File: src/rtl/ltr_pkg.sv
// Purpose: constants for the lockout trip and reset control block
// Assumes: one processing tick per eighth power cycle
// Notes:   time counts are in eighth-cycle ticks unless stated
package ltr_pkg;
    // ======================================================
    // scheme selection
    typedef enum logic [1:0] {
        LTR_OFF,
        LTR_SCHEME1,
        LTR_SCHEME2,
        LTR_CUSTOM
    } ltr_scheme_e;
    localparam logic [1:0] LTR_SEL_OFF    = 2'h0;
    localparam logic [1:0] LTR_SEL_S1     = 2'h1;
    localparam logic [1:0] LTR_SEL_S2     = 2'h2;
    localparam logic [1:0] LTR_SEL_CUSTOM = 2'h3;
    // ======================================================
    // widths and timing
    localparam int          LTR_MASK_W      = 8;
    localparam int          LTR_DLY_W       = 16;   // eighth-cycle ticks
    localparam logic [15:0] LTR_DLY_MAX     = 16'hFFF8; // 8191 cycles * 8
    localparam int          LTR_CUR_W       = 13;   // hundredths of an amp
    localparam logic [12:0] LTR_CUR_MIN_5A  = 13'h000A; // 0.10 A
    localparam logic [12:0] LTR_CUR_MAX_5A  = 13'h1194; // 45.00 A
    localparam logic [12:0] LTR_CUR_MIN_1A  = 13'h0002; // 0.02 A
    localparam logic [12:0] LTR_CUR_MAX_1A  = 13'h0384; // 9.00 A
    localparam int          LTR_RESET_WAIT_S  = 5;  // seconds
    localparam int          LTR_RESET_PULSE_S = 1;  // seconds
    localparam int          LTR_SAVE_HOLD_S   = 1;  // seconds
    localparam int          LTR_TICKS_PER_S   = 480; // 60 Hz eighth cycles
    localparam int          LTR_CNT_W         = 12;
    localparam logic [11:0] LTR_RESET_WAIT  = 12'(LTR_RESET_WAIT_S * LTR_TICKS_PER_S);
    localparam logic [11:0] LTR_RESET_PULSE = 12'(LTR_RESET_PULSE_S * LTR_TICKS_PER_S);
    localparam logic [11:0] LTR_SAVE_HOLD   = 12'(LTR_SAVE_HOLD_S * LTR_TICKS_PER_S);
endpackage : ltr_pkg

File: src/rtl/ltr_lockout.sv
// Purpose: lockout trip, reset pulse and disconnect trip logic
// Assumes: tick_i is one pulse per eighth power cycle from local logic
// Notes:   trip and reset decisions step on tick_i; contact outputs pass the user assignment
`timescale 1ns/1ps
`default_nettype none
module ltr_lockout
    import ltr_pkg::*;
#(
    parameter int MASK_W = LTR_MASK_W
) (
    input  wire logic              mclk_i,
    input  wire logic              reset_i,
    input  wire logic              tick_i,
    input  wire logic [MASK_W-1:0] scheme_bits_i,
    input  wire logic [MASK_W-1:0] failure_trip_mask_i,
    input  wire logic [1:0]        lockout_scheme_select_i,
    input  wire logic              custom_trip_i,
    input  wire logic              custom_reset_i,
    input  wire logic              custom_disc_i,
    input  wire logic [15:0]       isolation_delay_pickup_i,
    input  wire logic [15:0]       disconnect_open_delay_pickup_i,
    input  wire logic [12:0]       breaker_current_i,
    input  wire logic [12:0]       disconnect_current_level_i,
    input  wire logic              nominal_1a_i,
    input  wire logic              disconnect_status_in_i,
    input  wire logic              close_resistor_thermal_fail_i,
    input  wire logic              trip_resistor_thermal_fail_i,
    input  wire logic              settings_saved_i,
    input  wire logic [3:0]        output_assign_i,
    output logic                   lockout_trip_out_o,
    output logic                   lockout_reset_out_o,
    output logic                   disconnect_trip_out_o,
    output logic                   disc_alarm_out_o,
    output logic                   iso_timed_out_o,
    output logic                   open_timed_out_o
);
    // refuse mask widths the reduction logic is not meant for
    if (MASK_W < 1 || MASK_W > 64) begin : g_bad_mask_w
        $error("MASK_W out of range");
    end

    // ======================================================
    // state
    typedef struct packed {
        logic        trip;
        logic        rst_out;
        logic        disc;
        logic        alarm;
        logic [15:0] iso_cnt;
        logic [15:0] open_cnt;
        logic [11:0] rst_cnt;
        logic [11:0] pulse_cnt;
        logic [11:0] save_cnt;
        logic        rst_done;
        logic        o_trip;
        logic        o_rst;
        logic        o_disc;
        logic        o_alarm;
        logic        o_iso;
        logic        o_open;
    } ltr_state_s;

    ltr_state_s st;
    ltr_state_s next_st;

    // threshold clamp to the rating's legal range
    function automatic logic [12:0] ltr_clamp(input logic [12:0] v, input logic one_a);
        logic [12:0] lo;
        logic [12:0] hi;
        lo = one_a ? LTR_CUR_MIN_1A : LTR_CUR_MIN_5A;
        hi = one_a ? LTR_CUR_MAX_1A : LTR_CUR_MAX_5A;
        if (v < lo) return lo;
        if (v > hi) return hi;
        return v;
    endfunction : ltr_clamp

    // delay pickup clamp to 8191 cycles
    function automatic logic [15:0] ltr_dly(input logic [15:0] v);
        return (v > LTR_DLY_MAX) ? LTR_DLY_MAX : v;
    endfunction : ltr_dly

    logic [12:0] thr;
    logic        cur_on;
    logic        cond;
    logic        s1;
    logic        s2;
    logic        cus;
    logic        iso_done;
    logic        open_done;
    logic        thermal;

    // ======================================================
    // next-state logic
    always_comb begin
        next_st   = st;
        thr       = ltr_clamp(disconnect_current_level_i, nominal_1a_i);
        cur_on    = breaker_current_i >= thr;
        cond      = |(scheme_bits_i & failure_trip_mask_i);
        s1        = lockout_scheme_select_i == LTR_SEL_S1;
        s2        = lockout_scheme_select_i == LTR_SEL_S2;
        cus       = lockout_scheme_select_i == LTR_SEL_CUSTOM;
        iso_done  = st.iso_cnt >= ltr_dly(isolation_delay_pickup_i);
        open_done = st.open_cnt >= ltr_dly(disconnect_open_delay_pickup_i);
        thermal   = close_resistor_thermal_fail_i | trip_resistor_thermal_fail_i;
        if (tick_i) begin
            if (cus) begin
                next_st.trip    = custom_trip_i;
                next_st.rst_out = custom_reset_i;
                next_st.disc    = custom_disc_i;
                next_st.alarm   = 1'b0;
            end else if (!(s1 || s2)) begin
                next_st.trip     = 1'b0;
                next_st.rst_out  = 1'b0;
                next_st.disc     = 1'b0;
                next_st.alarm    = 1'b0;
                next_st.iso_cnt  = '0;
                next_st.open_cnt = '0;
                next_st.rst_cnt  = '0;
            end else begin
                // trip latch and isolation timer
                if (cond) begin
                    next_st.trip     = 1'b1;
                    next_st.iso_cnt  = '0;
                    next_st.open_cnt = '0;
                    next_st.disc     = 1'b0;
                    next_st.rst_done = 1'b0;
                end else if (st.trip) begin
                    if (!iso_done && (s1 || !cur_on))
                        next_st.iso_cnt = st.iso_cnt + 16'h0001;
                    if (s2 && !cur_on && !iso_done) next_st.iso_cnt = st.iso_cnt + 16'h0001;
                    if (s1 && iso_done) next_st.trip = 1'b0;
                    if (s2 && iso_done && !cur_on) next_st.disc = 1'b1;
                    // open delay runs from the disconnect trip on, whatever the current
                    if (s2 && st.disc) begin
                        if (!open_done) begin
                            next_st.open_cnt = st.open_cnt + 16'h0001;
                        end else if (!disconnect_status_in_i || !cur_on) begin
                            next_st.trip = 1'b0;
                        end
                    end
                end
                // current after disconnect trip alarm
                next_st.alarm = s2 && st.disc && open_done && cur_on
                                && disconnect_status_in_i;
                // reset wait and pulse
                if (cond || st.trip || cur_on || thermal || st.rst_done) begin
                    next_st.rst_cnt = '0;
                end else if (st.rst_cnt < LTR_RESET_WAIT) begin
                    next_st.rst_cnt = st.rst_cnt + 12'h001;
                end else if (!st.rst_out) begin
                    next_st.rst_out   = 1'b1;
                    next_st.pulse_cnt = '0;
                end
                if (st.rst_out) begin
                    next_st.pulse_cnt = st.pulse_cnt + 12'h001;
                    if (thermal || st.pulse_cnt >= LTR_RESET_PULSE - 12'h001) begin
                        next_st.rst_out  = 1'b0;
                        next_st.disc     = 1'b0;
                        next_st.rst_done = 1'b1;
                        next_st.rst_cnt  = '0;
                    end
                end
            end
            if (st.save_cnt != '0) next_st.save_cnt = st.save_cnt - 12'h001;
        end
        if (settings_saved_i) next_st.save_cnt = LTR_SAVE_HOLD;
        // contacts follow assignment, blanked while saving
        next_st.o_trip  = (st.save_cnt == '0) && output_assign_i[0] && st.trip;
        next_st.o_rst   = (st.save_cnt == '0) && output_assign_i[1] && st.rst_out;
        next_st.o_disc  = (st.save_cnt == '0) && output_assign_i[2] && st.disc;
        next_st.o_alarm = (st.save_cnt == '0) && output_assign_i[3] && st.alarm;
        // status bits read one while timed out and the trip (iso) or disconnect trip (open) is still held
        next_st.o_iso   = st.trip && iso_done;
        next_st.o_open  = st.disc && open_done;
    end

    // ======================================================
    // state register
    always_ff @(posedge mclk_i) begin
        if (reset_i) begin
            st <= '0;
        end else begin
            st <= next_st;
        end
    end

    assign lockout_trip_out_o    = st.o_trip;
    assign lockout_reset_out_o   = st.o_rst;
    assign disconnect_trip_out_o = st.o_disc;
    assign disc_alarm_out_o      = st.o_alarm;
    assign iso_timed_out_o       = st.o_iso;
    assign open_timed_out_o      = st.o_open;

    // ======================================================
    // checks
    AST_MASK_TRIP: assert property (@(posedge mclk_i) disable iff (reset_i)
        tick_i && (s1 || s2) && cond |=> st.trip)
        else $error("masked trip not latched");
    AST_SAVE_BLANK: assert property (@(posedge mclk_i) disable iff (reset_i)
        settings_saved_i |=> ##1 !lockout_trip_out_o)
        else $error("output not blanked after save");
    AST_NO_ASSIGN: assert property (@(posedge mclk_i) disable iff (reset_i)
        !output_assign_i[0] |=> !lockout_trip_out_o)
        else $error("unassigned trip drove contact");
    AST_RST_CUR: assert property (@(posedge mclk_i) disable iff (reset_i)
        $rose(st.rst_out) && !cus |-> $past(!cur_on))
        else $error("reset with current flowing");
    AST_RST_THERM: assert property (@(posedge mclk_i) disable iff (reset_i)
        thermal && tick_i && !cus |=> !$rose(st.rst_out))
        else $error("reset during thermal fail");
    AST_S1_NODISC: assert property (@(posedge mclk_i) disable iff (reset_i)
        s1 && tick_i |=> !$rose(st.disc))
        else $error("disconnect trip in scheme 1");
    AST_S1_REL: assert property (@(posedge mclk_i) disable iff (reset_i)
        s1 && $fell(st.trip) |-> $past(iso_done))
        else $error("early trip release");
    AST_OFF: assert property (@(posedge mclk_i) disable iff (reset_i)
        lockout_scheme_select_i == LTR_SEL_OFF && tick_i |=> !st.trip)
        else $error("trip while off");
    COV_TRIP: cover property (@(posedge mclk_i) $rose(st.trip));
    COV_RST: cover property (@(posedge mclk_i) $rose(st.rst_out));
    COV_DISC: cover property (@(posedge mclk_i) $rose(st.disc));
    COV_ALARM: cover property (@(posedge mclk_i) $rose(st.alarm));
endmodule : ltr_lockout
`default_nettype wire

File: config.mk
export PLATFORM = sky130hd
export DESIGN_NAME = ltr_lockout
export DESIGN_NICKNAME = d
export VERILOG_FILES = /design/src/rtl/ltr_pkg.sv /design/src/rtl/ltr_lockout.sv
export SDC_FILE = /design/constraint.sdc
export NUM_CORES = 1
export LEC_CHECK = 0
export BUFFER_PORTS_ARGS = -buffer_cell sky130_fd_sc_hd__buf_2
export CORE_UTILIZATION = 25
export CTS_CLUSTER_DIAMETER = 40
export DETAILED_ROUTE_END_ITERATION = 10
export HOLD_SLACK_MARGIN = 0.02
export PLACE_DENSITY = 0.49
export SYNTH_ARGS = -nofsm -noshare
export SYNTH_HDL_FRONTEND = slang
export SYNTH_SLANG_ARGS = --single-unit
File: constraint.sdc
create_clock -name mclk_i -period 4.2 [get_ports mclk_i]
set_input_delay 0.42 -clock mclk_i [delete_from_list [all_inputs] [get_ports mclk_i]]
set_output_delay 0.42 -clock mclk_i [all_outputs]
set_load 0.02 [all_outputs]
Word level (Yosys, flattened, before mapping) --
Cells that the tools add are included.
Storage, ports and cells: register bits after elaboration 79, word-level logic and storage cells 136, output and inout port bits 6, input bits 91
Operators by class: eq/ne operators 9, reduce and logical (&&, ||, !) cells 44, add/sub/neg operators 5, order comparisons 9, bitwise gates (word level) 3, mux-type cells 49
Operators by type and width (number):
- $mux W12 | 8
- $mux W16 | 6
- $mux W13 | 5
- $mux W32 | 2
- $mux W48 | 1
- $add A16 B1 Y16 const B | 2
- $ge A16 B16 Y1 | 2
- $gt A16 B16 Y1 const B | 2
- $add A12 B1 Y12 const B | 2
- $mux W24 | 1
- $logic_and A1 B1 Y1 | 20
- $mux W1 | 19
- $mux W9 | 2
- $ge A13 B13 Y1 | 1
- $gt A13 B13 Y1 | 1
- $lt A13 B4 Y1 | 1
- $ge A12 B9 Y1 const B | 1
- $logic_not A12 Y1 | 1
- $lt A12 B12 Y1 const B | 1
- $reduce_bool A12 Y1 | 1
- $sub A12 B1 Y12 const B | 1
- $mux W10 | 1
- $reduce_and A5 Y1 | 2
- $and A8 B8 Y8 | 1
- 18 further kinds | 35

Depth between registers and ports, before layout --
depth in word-level cells 18, mapped depth 17, mapped depth without buffers 16

Least setup slack after synthesis --
Ideal clock, no wire load.
path type input-to-reg, start in disconnect_current_level_i[4], end reg st[41] (netlist bit), setup time 0.060 ns, setup slack 0.157 ns, cell stages on the path 16, buffers on the path 0, arrival 3.982 ns, required time 4.140 ns, path through ha_1 > o21ai_0 > nand2_1 > a2111o_1 > a21oi_1 > a31oi_1 > mux2_2 > nand2_1 > ha_1 > nand2_1 > nor2_1 > a211oi_1 > nand4_1 > or4_1 > o21ai_0 > a22o_1
Between the ends: longest elaborated chain between the ends 16, elaborated cells between the ends (all ways) 19, those cells by class order compare (3); mux (13); reduce/logical (3)
Ends and longest elaborated chain:
- start: declaration | RTL line ltr_lockout.sv:23 | input wire logic [12:0] disconnect_current_level_i,
- $gt A13 B13 Y1 | RTL line ltr_lockout.sv:73 | if (v > hi) return hi;
- $mux W1 (2 in series) | RTL line ltr_lockout.sv:73
- $mux W13 | RTL line ltr_lockout.sv:74 | return v;
- $mux W13 * | RTL line ltr_lockout.sv:73
- $ge A13 B13 Y1 * | RTL line ltr_lockout.sv:97 | cur_on = breaker_current_i >= thr;
- $logic_or A1 B1 Y1 * (3 in series) | RTL line ltr_lockout.sv:146 | if (cond || st.trip || cur_on || thermal || st.rst_done) begin
- $mux W12 * | RTL line ltr_lockout.sv:146
- $mux W12 * | RTL line ltr_lockout.sv:111 | end else if (!(s1 || s2)) begin
- $mux W12 * | RTL line ltr_lockout.sv:106 | if (cus) begin
- $mux W12 * | RTL line ltr_lockout.sv:105 | if (tick_i) begin
- $mux W12 | RTL line ltr_lockout.sv:156 | if (thermal || st.pulse_cnt >= LTR_RESET_PULSE - 12'h001) begin
- $mux W24 * | RTL line ltr_lockout.sv:154 | if (st.rst_out) begin
- $mux W48 * | RTL line ltr_lockout.sv:111
- end signal: assignment | RTL line ltr_lockout.sv:183 | st <= next_st;
- end: declaration | RTL line ltr_lockout.sv:63 | ltr_state_s st;
Mark *: on every way between the ends. The rest lies on a longest branch, timed or not. The select of a mux whose other input is x is not followed. A chain may end at the register's enable or synchronous reset.

Final worst setup path --
start in nominal_1a_i, end reg st[41] (netlist bit)
Between the ends: longest elaborated chain between the ends 17, elaborated cells between the ends (all ways) 22, those cells by class order compare (3); mux (16); reduce/logical (3)
Ends and longest elaborated chain:
- start: declaration | RTL line ltr_lockout.sv:24 | input wire logic nominal_1a_i,
- $mux W13 | RTL line ltr_lockout.sv:71 | hi = one_a ? LTR_CUR_MAX_1A : LTR_CUR_MAX_5A;
- $gt A13 B13 Y1 | RTL line ltr_lockout.sv:73
- $mux W1 (2 in series) | RTL line ltr_lockout.sv:73
- $mux W13 | RTL line ltr_lockout.sv:74
- $mux W13 * | RTL line ltr_lockout.sv:73
- $ge A13 B13 Y1 * | RTL line ltr_lockout.sv:97
- $logic_or A1 B1 Y1 * (3 in series) | RTL line ltr_lockout.sv:146
- $mux W12 * | RTL line ltr_lockout.sv:146
- $mux W12 * | RTL line ltr_lockout.sv:111
- $mux W12 * | RTL line ltr_lockout.sv:106
- $mux W12 * | RTL line ltr_lockout.sv:105
- $mux W12 | RTL line ltr_lockout.sv:156
- $mux W24 * | RTL line ltr_lockout.sv:154
- $mux W48 * | RTL line ltr_lockout.sv:111
Marks and branches as above.

==> results.md <==
* Clock net sink count at 79
* Initial DRC count at just over 200
* WHS at 0.3081 ns
* Pre-CTS setup slack at about 0.054 ns
* Register area share after synthesis at 30.19%
* DR DRC count at 0
* Crit path arrival time at 4.07 ns
* Yosys warns at 0
* Fillers at 2221
* Worst Hold Path Cells at 2
* Mapped Nets at 803
* Final-report setup violation count at 0
* Syn-to-layout area delta at 21.90%
* Hold wc startpoint: output_assign_i[0]
* R2R Path End: st[73]$_SDFFE_PP0P_
* Total gr overflow at 0
* Final Util at 31.36%
* Placed Cells at 1018
* # resized after CTS at 0
* Hold EP: lockout_trip_out_o$_SDFF_PP0_
* Most area-hungry cell type in the Yosys netlist: dfxtp_1
* CTS tree: yes
* Worst slew margin at between 30 and 40%
* Pwr Total at 1.817 mW
* Slowest-stage cell, CP: or4_1
* Crit-path max cell delay at 0.64 ns
* Crit path buffers/inverters at 3
* Count leader, synth: dfxtp_1
* Comb power frac at 14.6%
* Leak Pwr at 2.706 nW
* Power per cell area at 284.5 nW/um^2
* Vias in the first global route at 4786
* Fin crit period at around 3.8 ns
* Finished Layout Cells at 1037
* CP Capture Type: register
* Via density at 4.779
* Ys async rst share at 0%
* # rows at 52
* Post-CTS Setup Inserts at 0
* Max-cap viol count at 0
* Cells after Synth at 654
* Req. time, crit path at 4.48 ns
* Synth Area per Inst at 8.010 um^2
* Total internal power at around 1.3 mW
* GRT Resource Usage Total at a little over an eighth
* First-pass GRT wire length at 23180 um
* Worst-path maximum fanout at 6
* Yosys top cell area share at 30.19%
* Sw Share at 26.54%
* Vias at 4956
* Hold_buf cts at 0
* Worst reg-to-reg setup slack at roughly 1.3 ns
* CTS Buf Count at 9
* Most common library cells after synthesis: dfxtp_1 (79), nor2_1 (66), ha_1 (58)
* Register bit total from synthesis at 79
* Library cells used by synthesis at 60
* Least-Margin Pin Slew at 1.024 ns
* Largest cells by area after synthesis: dfxtp_1 (30%), ha_1 (14%), a21oi_1 (5.2%)
* Reg2reg start: st[59]$_SDFFE_PP0P_
* Drt first pass iters at 5
* Root Buffer: clkbuf_16
* Fraction of layout cells with a size suffix above 1 at 17.80%
* Clock-pin slew on the worst setup and hold paths at 0.06 ns
* Die X at 146.8 um
* Worst setup margin at 0.4082 ns
* Worst skew pair latency at 0.34 ns
* CP delay by family, top: compound AO/OA/AOI/OAI gates
* I/O pins at 97
* Power share of the clock group at 42.8%
* Antenna Nets Post-Route at 0
* Sequential group share of total power at 42.6%
* Slew Viols, Final at 0
* Post-synth EDFFs at 0
* Chip height at 146.8 um
* Netlist Area Pre-Place at approximately 5200 um^2
* Setup TNS at 0 ns
* Worst-path cell chain: buf_2 > inv_1 > ha_1 > and3_1 > a2111o_1 > a21oi_1 > a31oi_1 > mux2_2 > nand2_1 > ha_1 > nand2_1 > nor2_1 > a211oi_1 > buf_4 > nand4_1 > or4_1 > o21ai_0 > a22o_1
* Core area at between 20000 and 25000 um^2
* Clk_skew at 0.008849 ns
* Finished layout cell area at between 6000 and 7000 um^2
* Initial Util at 25.72%
* Worst setup SP type: input port
* Worst-case reg-to-reg path depth at 9
* Number of buffers added on ports at 96
* RSZ-0062 raised after global routing: no
* Largest net degree at the start of global routing at 28
* Gp weighted congestion at 0.8155
* H-tree depth at 3
* P_sw at approximately 480 uW
* Post-DR wirelength/cell at 13.24 um
* Die area at 21540 um^2
* Clock Tree Buf Depth at 2
* Final WL at 13730 um
* Placed Area at just over 6000 um^2
* Most used flip-flop cell after synthesis: dfxtp_1
* Status: finished, final reports clean
* Max Freq at approximately 260 MHz
* Initial antenna violation count at 4
* Crit Path Class: in -> reg
* Final Hold Viols at 0
* Worst VDD drop at about 150 uV
* Tcrit/Tclk final at 90.28%
* Final Net Count at between 900 and 1k
* Dpl hpwl at 10700 um
* Hold Crit Class: in -> reg
## cell usage in the layout, fill, tap and decap left out, types with 3 or more instances in the layout
cell type  netlist  layout
a211o_1          3       3
a211oi_1         3       3
a21o_1           3       3
a21oi_1         54      54
a22oi_1          6       6
a31oi_1          8       8
a41oi_1          5       5
and2_1           5       5
and3_1          20      20
and4_1           5       5
buf_2            1      96
buf_4            0      11
clkbuf_16        0       9
clkinv_2         0       3
dfxtp_1         79      79
diode_2          0       3
ha_1            58      58
inv_1           50      50
mux2_2           3       3
nand2_1         53      53
nand2b_1         7       7
nand3_1         23      23
nand4_1         29      29
nand4b_1         3       3
nor2_1          66      66
nor3_1          20      20
nor4_1           6       6
o21a_1           6       6
o21ai_0         33      33
o31ai_1          7       7
or3_1           14      14
or4_1            7       7
xnor2_1         13      13
xor2_1          18      18
## cells by family after synthesis
family                   after synthesis  share of synthesized area (%)
multiplexers                           4                         0.8359
AND/OR/NAND/NOR                      268                          26.30
flip-flops                            79                          30.19
XOR/XNOR                              31                          5.183
adder cells (fa/ha/maj)               58                          13.85
buffers and inverters                 63                          4.562
AO/OA/AOI/OAI                        151                          19.08
## layout make-up
type | count | area (um^2) | share of cell area, %
Timing Repair Buffer | 107 | 563.0 | 8.817
Clock inverter | 6 | 61.31 | 0.9600
Sequential cell | 79 | 1582 | 24.76
Clock buffer | 10 | 229.0 | 3.585
Multi-Input combinational cell | 512 | 3418 | 53.53
Antenna cell | 3 | 7.507 | 0.1176
Inverter | 50 | 187.7 | 2.939
Tap cell | 270 | 337.8 | 5.290
## how the worst max path moves through the flow
stage	slack [ns]	depth (start not counted)	startpoint	to
floorplan	0.16	16	disconnect_current_level_i[4]	st[41]$_SDFFE_PP0P_
global placement	0.16	17	nominal_1a_i	st[41]$_SDFFE_PP0P_
detailed placement	0.05	18	nominal_1a_i	st[41]$_SDFFE_PP0P_
CTS	0.40	18	nominal_1a_i	st[41]$_SDFFE_PP0P_
global route	0.13	18	nominal_1a_i	st[73]$_SDFFE_PP0P_
finish	0.41	18	nominal_1a_i	st[41]$_SDFFE_PP0P_
## power groups by stage
stage | Combinational, mW | Clock [mW] | Sequential (mW)
CTS | 0.268 | 0.802 | 0.774
global placement | 0.266 | 0 | 0.791
floorplan | 0.167 | 0 | 0.786
finish | 0.266 | 0.777 | 0.774
detailed placement | 0.266 | 0 | 0.790
global route | 0.303 | 0.830 | 0.775
## metal layers
metal / track usage, % / vias up / share of wire, %
li1: - / 2612 / -
met1: 16.70 / 2229 / 49
met2: 21.21 / 96 / 43
met3: 4.193 / 17 / 7.1
met4: 4.427 / 2 / 1.7
met5: 0 / - / 0.12
## registers in the layout, indices dropped and copies added (netlist names)
signal	flops
iso_timed_out_o	1
disconnect_trip_out_o	1
disc_alarm_out_o	1
open_timed_out_o	1
lockout_trip_out_o	1
st	73
lockout_reset_out_o	1
(Power assumes the default switching activity.)
